--- src/interval_timer_regs.svh ---
`ifndef INTERVAL_TIMER_REGS_SVH
`define INTERVAL_TIMER_REGS_SVH

// Register byte addresses (index times four)
`define TMR_STATUS_ADDR 12'h000
`define TMR_CONTROL_ADDR 12'h004
`define TMR_PERIOD_LO_ADDR 12'h008
`define TMR_PERIOD_HI_ADDR 12'h00C
`define TMR_SNAP_LO_ADDR 12'h010
`define TMR_SNAP_HI_ADDR 12'h014
`define TMR_IRQ_STATUS_ADDR 12'h018
`define TMR_IRQ_CLEAR_ADDR 12'h01C
`define TMR_IRQ_ENABLE_ADDR 12'h020

// Status field positions
`define TMR_ST_TIMEOUT_BIT 0
`define TMR_ST_RUN_BIT 1

// Control field positions
`define TMR_CT_IRQ_EN_BIT 0
`define TMR_CT_CONT_BIT 1
`define TMR_CT_START_BIT 2
`define TMR_CT_STOP_BIT 3

// Reset values
`define TMR_CONTROL_RST 4'h0
`define TMR_IRQ_EN_RST 2'h0

// Clock and period generation constants
`define TMR_CLOCK_FREQ_HZ 33333000
`define TMR_PERIOD_DEFAULT 1

`endif

--- src/interval_timer_pkg.sv ---
package interval_timer_pkg;

  // Units in which a fixed period is given
  typedef enum logic [2:0] {
    UNIT_NS,
    UNIT_US,
    UNIT_MS,
    UNIT_SEC,
    UNIT_CLOCKS
  } period_unit_t;

  // Decoded register access kinds
  typedef enum logic [3:0] {
    ACC_NONE,
    ACC_STATUS,
    ACC_CONTROL,
    ACC_PERIOD_LO,
    ACC_PERIOD_HI,
    ACC_SNAP_LO,
    ACC_SNAP_HI,
    ACC_IRQ_STATUS,
    ACC_IRQ_CLEAR,
    ACC_IRQ_ENABLE
  } reg_access_t;

endpackage

--- src/timer_ctl_if.sv ---
`timescale 1ns/100ps

// Commands from the register bank to the counter core, and its state back
interface timer_ctl_if;
  logic start_pulse;
  logic stop_pulse;
  logic reload_pulse;
  logic cont_mode;
  logic [31:0] preload;
  logic [31:0] count;
  logic running;
  logic zero_pulse;

  modport regs (
    output start_pulse, stop_pulse, reload_pulse, cont_mode, preload,
    input count, running, zero_pulse
  );
  modport core (
    input start_pulse, stop_pulse, reload_pulse, cont_mode, preload,
    output count, running, zero_pulse
  );
endinterface
--- src/interval_timer_watchdog.sv ---
// Chosen here: the address map and the APB interface to the registers.
`timescale 1ns/100ps
`include "interval_timer_regs.svh"

module interval_timer_watchdog #(
  parameter bit FIXED_PERIOD = 1'b0,
  parameter bit SNAPSHOT = 1'b1,
  parameter bit ALWAYS_RUN = 1'b0,
  parameter bit TIMEOUT_PULSE = 1'b0,
  parameter bit RESET_OUTPUT = 1'b0,
  parameter longint unsigned PERIOD = `TMR_PERIOD_DEFAULT,
  parameter interval_timer_pkg::period_unit_t PERIOD_UNIT = interval_timer_pkg::UNIT_SEC,
  parameter longint unsigned CLOCK_FREQ = `TMR_CLOCK_FREQ_HZ
) (
  input wire logic clk_in,
  input wire logic rst_n_in,
  input wire logic psel_in,
  input wire logic penable_in,
  input wire logic pwrite_in,
  input wire logic [11:0] paddr_in,
  input wire logic [31:0] pwdata_in,
  output logic [31:0] prdata_out,
  output logic pready_out,
  output logic pslverr_out,
  output logic timeout_pulse_out,
  output logic reset_request_out,
  output logic irq_out
);
  import interval_timer_pkg::*;

  //////////////////////////////////////////////////////////////////////
  // Fixed downcount computed at elaboration

  function automatic logic [31:0] fixed_count(input longint unsigned per,
                                              input period_unit_t unit,
                                              input longint unsigned freq);
    longint unsigned prod;
    prod = 64'h0;
    unique case (unit)
      UNIT_CLOCKS: prod = per - 64'h1;
      UNIT_SEC: prod = per * freq;
      UNIT_MS: prod = (per * freq) / 64'h3E8;
      UNIT_US: prod = (per * freq) / 64'hF4240;
      UNIT_NS: prod = (per * freq) / 64'h3B9A_CA00;
    endcase
    return prod[31:0];
  endfunction

  localparam logic [31:0] PRELOAD_RST =
    FIXED_PERIOD ? fixed_count(PERIOD, PERIOD_UNIT, CLOCK_FREQ) : 32'h0000_0000;

  // Register address decode, used by read and write paths
  function automatic reg_access_t decode(input logic [11:0] addr);
    unique case (addr)
      `TMR_STATUS_ADDR: return ACC_STATUS;
      `TMR_CONTROL_ADDR: return ACC_CONTROL;
      `TMR_PERIOD_LO_ADDR: return ACC_PERIOD_LO;
      `TMR_PERIOD_HI_ADDR: return ACC_PERIOD_HI;
      `TMR_SNAP_LO_ADDR: return ACC_SNAP_LO;
      `TMR_SNAP_HI_ADDR: return ACC_SNAP_HI;
      `TMR_IRQ_STATUS_ADDR: return ACC_IRQ_STATUS;
      `TMR_IRQ_CLEAR_ADDR: return ACC_IRQ_CLEAR;
      `TMR_IRQ_ENABLE_ADDR: return ACC_IRQ_ENABLE;
      default: return ACC_NONE;
    endcase
  endfunction

  //////////////////////////////////////////////////////////////////////
  // State

  typedef struct packed {
    logic [3:0] control;
    logic [31:0] preload;
    logic [31:0] snap;
    logic timeout;
    logic [1:0] irq_status;
    logic [1:0] irq_enable;
    logic [31:0] rdata;
    logic timeout_pulse;
    logic reset_request;
    logic irq;
  } regs_state_t;

  regs_state_t state_reg;
  regs_state_t state_next;
  reg_access_t acc;
  logic wr_en;
  logic rd_en;
  logic start_req;
  logic stop_req;
  logic period_wr;

  timer_ctl_if ctl ();

  timer_counter_core #(
    .FREE_RUN(ALWAYS_RUN),
    .RESET_PULSE(RESET_OUTPUT)
  ) u_core (
    .clk_in(clk_in),
    .rst_n_in(rst_n_in),
    .ctl(ctl)
  );

  //////////////////////////////////////////////////////////////////////
  // APB access strobes: zero wait states
  assign acc = decode(paddr_in);
  assign wr_en = psel_in & penable_in & pwrite_in;
  assign rd_en = psel_in & ~penable_in & ~pwrite_in;
  assign pready_out = 1'b1;
  assign pslverr_out = psel_in & penable_in & (acc == ACC_NONE);

  // Control event bits
  assign start_req = wr_en & (acc == ACC_CONTROL) & pwdata_in[`TMR_CT_START_BIT];
  assign stop_req = wr_en & (acc == ACC_CONTROL) & pwdata_in[`TMR_CT_STOP_BIT];
  assign period_wr = wr_en & ((acc == ACC_PERIOD_LO) | (acc == ACC_PERIOD_HI));

  // Commands to the counter core
  assign ctl.start_pulse = start_req;
  assign ctl.stop_pulse = stop_req;
  assign ctl.reload_pulse = period_wr;
  assign ctl.cont_mode = state_reg.control[`TMR_CT_CONT_BIT];
  assign ctl.preload = state_next.preload;

  //////////////////////////////////////////////////////////////////////
  // Next-state logic
  always_comb begin
    state_next = state_reg;
    state_next.timeout_pulse = 1'b0;
    state_next.reset_request = 1'b0;
    // Control register store
    if (wr_en && acc == ACC_CONTROL) begin
      state_next.control = pwdata_in[3:0];
    end
    if (!FIXED_PERIOD && wr_en && acc == ACC_PERIOD_LO) begin
      state_next.preload[15:0] = pwdata_in[15:0];
    end
    if (!FIXED_PERIOD && wr_en && acc == ACC_PERIOD_HI) begin
      state_next.preload[31:16] = pwdata_in[15:0];
    end
    if (FIXED_PERIOD) begin
      state_next.preload = PRELOAD_RST;
    end
    if (SNAPSHOT && wr_en && (acc == ACC_SNAP_LO || acc == ACC_SNAP_HI)) begin
      state_next.snap = ctl.count;
    end
    // any status write clears, set wins
    if (wr_en && acc == ACC_STATUS) begin
      state_next.timeout = 1'b0;
    end
    if (ctl.zero_pulse) begin
      state_next.timeout = 1'b1;
    end
    // Interrupt sticky bits: 0 timeout, 1 watchdog reset; set wins
    if (wr_en && acc == ACC_IRQ_CLEAR) begin
      state_next.irq_status = state_reg.irq_status & ~pwdata_in[1:0];
    end
    if (ctl.zero_pulse) begin
      state_next.irq_status[0] = 1'b1;
      state_next.irq_status[1] = RESET_OUTPUT;
    end
    if (wr_en && acc == ACC_IRQ_ENABLE) begin
      state_next.irq_enable = pwdata_in[1:0];
    end
    state_next.irq = (|(state_next.irq_status & state_next.irq_enable)) |
                     (state_next.timeout & state_next.control[`TMR_CT_IRQ_EN_BIT]);
    if (TIMEOUT_PULSE && ctl.zero_pulse) begin
      state_next.timeout_pulse = 1'b1;
    end
    if (RESET_OUTPUT && ctl.zero_pulse) begin
      state_next.reset_request = 1'b1;
    end
    // Read data captured in setup phase
    if (rd_en) begin
      state_next.rdata = 32'h0000_0000;
      unique case (acc)
        ACC_STATUS: state_next.rdata[1:0] = {ctl.running, state_reg.timeout};
        ACC_CONTROL: state_next.rdata[3:0] = state_reg.control;
        ACC_PERIOD_LO: state_next.rdata[15:0] = state_reg.preload[15:0];
        ACC_PERIOD_HI: state_next.rdata[15:0] = state_reg.preload[31:16];
        ACC_SNAP_LO: state_next.rdata[15:0] = state_reg.snap[15:0];
        ACC_SNAP_HI: state_next.rdata[15:0] = state_reg.snap[31:16];
        ACC_IRQ_STATUS: state_next.rdata[1:0] = state_reg.irq_status;
        ACC_IRQ_ENABLE: state_next.rdata[1:0] = state_reg.irq_enable;
        default: state_next.rdata = 32'h0000_0000;
      endcase
    end
  end

  //////////////////////////////////////////////////////////////////////
  // State register
  always_ff @(posedge clk_in or negedge rst_n_in) begin
    if (!rst_n_in) begin
      state_reg <= '{control: `TMR_CONTROL_RST, preload: PRELOAD_RST,
                     snap: 32'h0000_0000, timeout: 1'b0, irq_status: 2'h0,
                     irq_enable: `TMR_IRQ_EN_RST, rdata: 32'h0000_0000,
                     timeout_pulse: 1'b0, reset_request: 1'b0, irq: 1'b0};
    end else begin
      state_reg <= state_next;
    end
  end

  // Registered outputs
  assign prdata_out = state_reg.rdata;
  assign timeout_pulse_out = state_reg.timeout_pulse;
  assign reset_request_out = state_reg.reset_request;
  assign irq_out = state_reg.irq;
endmodule

--- src/timer_counter_core.sv ---
`timescale 1ns/100ps

module timer_counter_core #(
  parameter bit FREE_RUN = 1'b0,
  parameter bit RESET_PULSE = 1'b0
) (
  input wire logic clk_in,
  input wire logic rst_n_in,
  timer_ctl_if.core ctl
);
  import interval_timer_pkg::*;

  typedef struct packed {
    logic [31:0] count;
    logic running;
    logic zero;
  } core_state_t;

  core_state_t state_reg;
  core_state_t state_next;

  // Counter reset value: running after reset only when free running without the reset pulse
  localparam logic RUN_AT_RESET = FREE_RUN & ~RESET_PULSE;
  // Once started, nothing halts a free-running or watchdog counter
  localparam logic NO_HALT = FREE_RUN | RESET_PULSE;

  //////////////////////////////////////////////////////////////////////
  // Next-state logic
  always_comb begin
    state_next = state_reg;
    state_next.zero = 1'b0;
    if (ctl.reload_pulse) begin
      state_next.count = ctl.preload;
      // Period write stops the count unless it may never halt
      if (!NO_HALT) begin
        state_next.running = 1'b0;
      end
    end else if (state_reg.running) begin
      if (state_reg.count == 32'h0000_0000) begin
        state_next.count = ctl.preload;
        state_next.zero = 1'b1;
        if (!ctl.cont_mode && !NO_HALT) begin
          state_next.running = 1'b0;
        end
      end else begin
        state_next.count = state_reg.count - 32'h0000_0001;
      end
    end
    if (ctl.start_pulse && (!FREE_RUN || RESET_PULSE)) begin
      state_next.running = 1'b1;
    end
    // stop ignored when halting is barred
    if (ctl.stop_pulse && !NO_HALT && !ctl.start_pulse) begin
      state_next.running = 1'b0;
    end
    // free running without reset pulse never stops
    if (RUN_AT_RESET) begin
      state_next.running = 1'b1;
    end
  end

  //////////////////////////////////////////////////////////////////////
  // State register
  always_ff @(posedge clk_in or negedge rst_n_in) begin
    if (!rst_n_in) begin
      state_reg <= '{count: 32'h0000_0000, running: RUN_AT_RESET, zero: 1'b0};
    end else begin
      state_reg <= state_next;
    end
  end

  assign ctl.count = state_reg.count;
  assign ctl.running = state_reg.running;
  assign ctl.zero_pulse = state_reg.zero;
endmodule

--- config.mk ---
export PLATFORM = sky130hd
export DESIGN_NAME = interval_timer_watchdog
export DESIGN_NICKNAME = d
export VERILOG_FILES = /design/src/interval_timer_pkg.sv /design/src/timer_ctl_if.sv /design/src/interval_timer_watchdog.sv /design/src/timer_counter_core.sv
export VERILOG_INCLUDE_DIRS = /design/src
export SDC_FILE = /design/constraint.sdc
export NUM_CORES = 1
export LEC_CHECK = 0
export ABC_AREA = 1
export BUFFER_PORTS_ARGS = -buffer_cell sky130_fd_sc_hd__buf_2
export CAP_MARGIN = 30
export CORE_MARGIN = 4
export CORE_UTILIZATION = 40
export DETAILED_ROUTE_END_ITERATION = 6
export MAX_ROUTING_LAYER = met4
export PLACE_DENSITY_LB_ADDON = 0.15
export SLEW_MARGIN = 10
export SYNTH_ARGS = -nofsm -noshare
export SYNTH_HDL_FRONTEND = slang
export SYNTH_SLANG_ARGS = --single-unit
--- constraint.sdc ---
create_clock -name clk_in -period 2.2 [get_ports clk_in]
set_input_delay 0.22 -clock clk_in [delete_from_list [all_inputs] [get_ports clk_in]]
set_output_delay 0.22 -clock clk_in [all_outputs]
set_load 0.1 [all_outputs]
# --- Yosys cells after proc, flatten, opt, wreduce, memory -nomap -nowiden ---
# Cells that the tools add are included.
# Widths: inputs -> output; s select.
word_totals:
  ff_bits: 124
  in_bits: 49
  output_inout_bits: 37
  elab_cells: 82
op_classes:
  add_sub_neg: 1
  n_eq_ne: 17
  muxes: 20
  bitwise_logic: 17
  n_reduce_logical: 15
op_table:
  columns: ["op", "count"]
  rows:
  - ["$eq 12x5->1 const B", 4]
  - ["$pmux 12 s4", 1]
  - ["$pmux 4 s9", 1]
  - ["$mux 34", 1]
  - ["$mux 33", 1]
  - ["$logic_not 32->1", 1]
  - ["$mux 16", 2]
  - ["$mux 32", 1]
  - ["$sub 32x1->32 const B", 1]
  - ["$eq 12x4->1 const B", 2]
  - ["$eq 4x3->1 const B", 4]
  - ["$pmux 2 s8", 1]
  - ["$eq 12x3->1 const B", 1]
  - ["$eq 12x6->1 const B", 1]
  - ["$logic_not 12->1", 1]
  - ["$and 1x1->1", 10]
  - ["$pmux 2 s5", 1]
  - ["$eq 4x2->1 const B", 2]
  - ["$eq 4x4->1 const B", 2]
  - ["$logic_and 1x1->1", 8]
  - ["$mux 2", 4]
  - ["$mux 1", 7]
  - ["$and 2x2->2", 2]
  - ["$eq 4x1->1 const B", 1]
  - ["other kinds (8)", 10]

# --- Depth between registers and ports, before layout ---
logic_depth:
  ltp_word: 10
  depth_mapped: 12
  mapped_depth_nobuf: 11

# --- Cells and area by module ---
# A second synthesis with hierarchy kept.
unflattened:
  cells_unflattened: 944
  area_unflattened_um2: 7347.0
modules_own_cells:
  columns: ["module", "instances", "cells_per_inst", "area_per_inst_um2", "seq_area_each_um2"]
  rows:
  - ["interval_timer_watchdog", 1, 527, 4694.5, 2252.2]
  - ["timer_counter_core", 1, 417, 2652.5, 850.8]

# --- Worst setup path after synthesis ---
# Ideal clock, no wire load.
synth_timing:
  path_kind: "input -> output"
  from: "in paddr_in[9]"
  to: "out pslverr_out"
  arrival_ns: 2.969
  required_time_ns: 1.980
  path_slack_ns: -0.989
  cell_stages: 8
  n_path_buf: 2
  cell_sequence: "nor2_1 -> nand2_1 -> inv_2 -> buf_2 -> buf_2 -> nand3_1 -> nand2_1 -> nor3_1"
synth_via:
  elab_chain_len: 4
  elab_cells_between_ends: 12
  classes_between: "eq/ne: 8; mux: 1; bitwise: 1; reduce/logical: 2"
synth_rtl:
  columns: ["element", "line", "source"]
  rows:
  - ["from (decl)", "interval_timer_watchdog.sv:20", "input wire logic [11:0] paddr_in,"]
  - ["$eq 12x6->1, or another cell as far along", "interval_timer_watchdog.sv:54", "unique case (addr)"]
  - ["$pmux 4 s9 *", "interval_timer_watchdog.sv:54", null]
  - ["$logic_not 4->1 *", "interval_timer_watchdog.sv:110", "assign pslverr_out = psel_in & penable_in & (acc == ACC_NONE);"]
  - ["$and 1x1->1 *", "interval_timer_watchdog.sv:110", null]
  - ["to (decl)", "interval_timer_watchdog.sv:24", "output logic pslverr_out,"]
# Every way passes the cells marked *; elsewhere a longest branch is shown, timed or not.

# --- Final worst setup path ---
layout_timing:
  from: "reg u_core.state_reg (netlist bit u_core.ctl.count[0])"
  to: "reg u_core.state_reg (netlist bit u_core.ctl.count[30])"
layout_via:
  elab_chain_len: 4
  elab_cells_between_ends: 5
  classes_between: "add/sub: 1; mux: 3; reduce/logical: 1"
layout_rtl:
  columns: ["element", "line", "source"]
  rows:
  - ["from (decl)", "timer_counter_core.sv:19", "core_state_t state_reg;"]
  - ["from (signal assigned)", "timer_counter_core.sv:66", "state_reg <= '{count: 32'h0000_0000, running: RUN_AT_RESET, zero: 1'b0};"]
  - ["from (signal assigned)", "timer_counter_core.sv:68", "state_reg <= state_next;"]
  - ["$sub 32x1->32 / $logic_not 32->1 (equally long branches)", "timer_counter_core.sv:46, timer_counter_core.sv:39", null]
  - ["$mux 32 *", "timer_counter_core.sv:39", "if (state_reg.count == 32'h0000_0000) begin"]
  - ["$mux 34 *", "timer_counter_core.sv:38", "end else if (state_reg.running) begin"]
  - ["$mux 33 *", "timer_counter_core.sv:32", "if (ctl.reload_pulse) begin"]
# Every way passes the cells marked *; elsewhere a longest branch is shown, timed or not. The select of a mux whose other input is x is not followed.
# A chain may end at the register's enable or synchronous reset.

==> metrics <==
outcome=complete, no violations; row cnt=49; drt wl/cell=17.3 µm; CTS max path bufs=2; setup slack, reg-to-reg=0.25 ns; worst-skew pair later-pin latency=0.42 ns; htree depth=4; DR pass1 iterations=5; endpoints failing setup=0; number of synthesized flops with an enable pin=0; Synth cell types=29; nets=1170; first-pass GRT wire length=37.4 mm; Setup CP Type=reg2reg; Detailed Place HPWL=16.8 mm; Area Growth Syn to Fin=14.1%; Rel. slew slack=50.9%; Final Cycle Share=88.4%; Die H=144 µm; largest net degree at the start of global routing=59; DR vias=7179; most used flip-flop cell after synthesis=dfrtp_1; total instance count after detailed placement=1328; I/O Buffers=50; RSZ-0062 raised after global routing=false; All-Layer GR Usage=24.2%; Required @ worst endpoint=2.50 ns; Top Metal Used=met4; Synth area leaders=dfrtp_1 42%, nand2_1 20%, nand3_1 11%, o21ai_0 5.1%, nor2_1 4.0%; # diodes=0; post-route cell area=8460 µm²; max reg flops=72; Clock Skews=0.00551 ns; Num CTS Buffers=17; met2 WL post-DR=10.4 mm; Mapped Avg Cell Area=6.91 µm²; CTS tree=yes; Worst Path Buf+Inv=1; Critical-path top delay cell=dfrtp_1; io pins=86; Max Fclk=514 MHz; Hold Startpoint=pwdata_in[2]; Final GP Congestion=0.949; initial antenna violation count=0; Die Wd=144 µm; antenna-violating nets left=0; met3 wire length=1.61 mm; final hold vios=0; Final Max Tran Viols=0; number of max-cap violations=0; clock sinks=124; Netlist Area Pre-Place=7420 µm²; DRT met1 WL=11.3 mm; Starting Density=41.0%; drt drc=0; vias in the first global route=6769; post-synthesis sequential area ratio=41.8%; reg-to-reg startpoint=u_core.ctl.count[0]$_DFFE_PN0P_; Async SR Flop Fraction=100%; worst vdd ir=0.451 mV; post-layout min period=1.95 ns; Cells after Synth=1073; worst-path fanout max=6; Post-Layout Cell Count=1360; grt ovf=0; max incr delay on CP=0.37 ns; sum of negative setup slack=0 ns; arrival time at the worst endpoint=2.24 ns; flops & latches, synth=124; most used cell, CP=nand2_1; drt via density=5.28; fraction of layout cells with a size suffix above 1=12.4%; Synth area leader=dfrtp_1; drt total wl=23.5 mm; measured slew at the worst slew-check pin=0.735 ns; Setup crit end kind=register; PD cells=620 nW/µm²; Final Core Density=46.8%; CP Cell Sequence=inv_1 > ha_1 > nand2_1 > nor2_4 > nand2_1 > nor2_1 > nand2_1 > nand2_1 > nand2_1 > nand4_1 > nand3_1; drt first-iter violations=560; Hold Path Class=in2reg; Post-synth top cells=389 x nand2_1, 162 x nand3_1, 124 x dfrtp_1, 80 x nor2_1, 75 x o21ai_0; Critical Path Start=u_core.ctl.count[0]$_DFFE_PN0P_; CP delay by family, top=simple AND/OR/NAND/NOR gates; area of the core=18100 µm²; Fillers=1948; Setup crit start kind=register; Placed Area=7890 µm²; synth warn=0; leakage dissipation=0.00461 µW; count leader, synth=nand2_1; post-synth top area share=41.8%; DIE AREA=20800 µm²; Root Driver=clkbuf_16; clock-pin slew on the worst setup and hold paths=0.06 ns
==> what timing repair did <==
action / in CTS / in global routing
setup buffers: 0 / 0
hold endpoints to repair: 39 / 0
resized for setup: 0 / 1
endpoints found under the setup margin: 0 / 2
hold buffers: 1 / 0
==> worst register-to-register path, delay by kind of cell (launching register included) <==
| kind | cells | cell delay, ns |
|---|---|---|
| buf+inv | 1 | 0.15 |
| simple gates | 9 | 1.04 |
| fa+ha+maj | 1 | 0.27 |
| flops | 1 | 0.37 |
==> power breakdown <==
part / internal (µW) / switching, µW / leakage (µW) / total (µW)
Sequential: 2280 / 0.575 / 0.00172 / 2280
Combinational: 45.9 / 268 / 0.00262 / 314
Clock: 1580 / 1070 / 0.000265 / 2650
Total: 3910 / 1340 / 0.00461 / 5250
==> final timing paths <==
path | to | cells past startpoint
setup / recovery | u_core.ctl.count[30]$_DFFE_PN0P_ | 11
hold / removal | state_reg[106]$_DFFE_PN0P_ | 3
setup reg to reg | u_core.ctl.count[30]$_DFFE_PN0P_ | 11
hold reg to reg | prdata_out[4]$_DFFE_PN0P_ | 2
max in group asynchronous | state_reg[38]$_DFF_PN0_ | 3
min in group asynchronous | state_reg[41]$_DFFE_PN0P_ | 2
==> stage by stage <==
stage          hold slack (ns)  power (µW)  setup WS (ns)
4_1_cts                 0.0505        5300          0.149
2_1_floorplan          -0.0756        2550          0.247
3_5_place_dp             0.168        2640          0.113
6_report                0.0653        5250          0.255
5_1_grt                 0.0792        5410         0.0809
3_3_place_gp             0.172        2640          0.139
==> layout make-up <==
| class | instances | area [µm²] | area share (%) |
|---|---|---|---|
| inverters | 78 | 293 | 3.46 |
| clock inverters | 13 | 119 | 1.40 |
| multi-input cells | 808 | 3640 | 43.0 |
| clock buffers | 18 | 439 | 5.19 |
| flip-flops and latches | 124 | 3100 | 36.7 |
| repair buffers | 90 | 587 | 6.93 |
| well taps | 229 | 287 | 3.39 |
==> layout by cell type (no fill, tap or decap), drive strengths merged, types with 2 or more instances in the layout <==
master and n:
nand2 389, nand3 165, dfrtp 124, buf 89
nor2 88, o21ai 78, inv 78, nand4 43
conb 19, clkbuf 18, xor2 13, clkinv 8
clkinvlp 4, nor3 4, ha 2
==> per-layer routing <==
layer	track usage, %	vias up
met4	4.57	0
met3	4.96	19
met2	36.0	228
li1	-	3511
met1	34.6	3421
met5	-	-
==> cell families after synthesis <==
kind of cell	after synthesis	synth area share [%]
flops	124	41.8
compound gates	81	5.68
xor+xnor	13	1.53
other cells	2	0.101
simple gates	693	40.3
buf+inv	158	10.3
fa+ha+maj	2	0.337
Power figures use the tool's default switching activity.
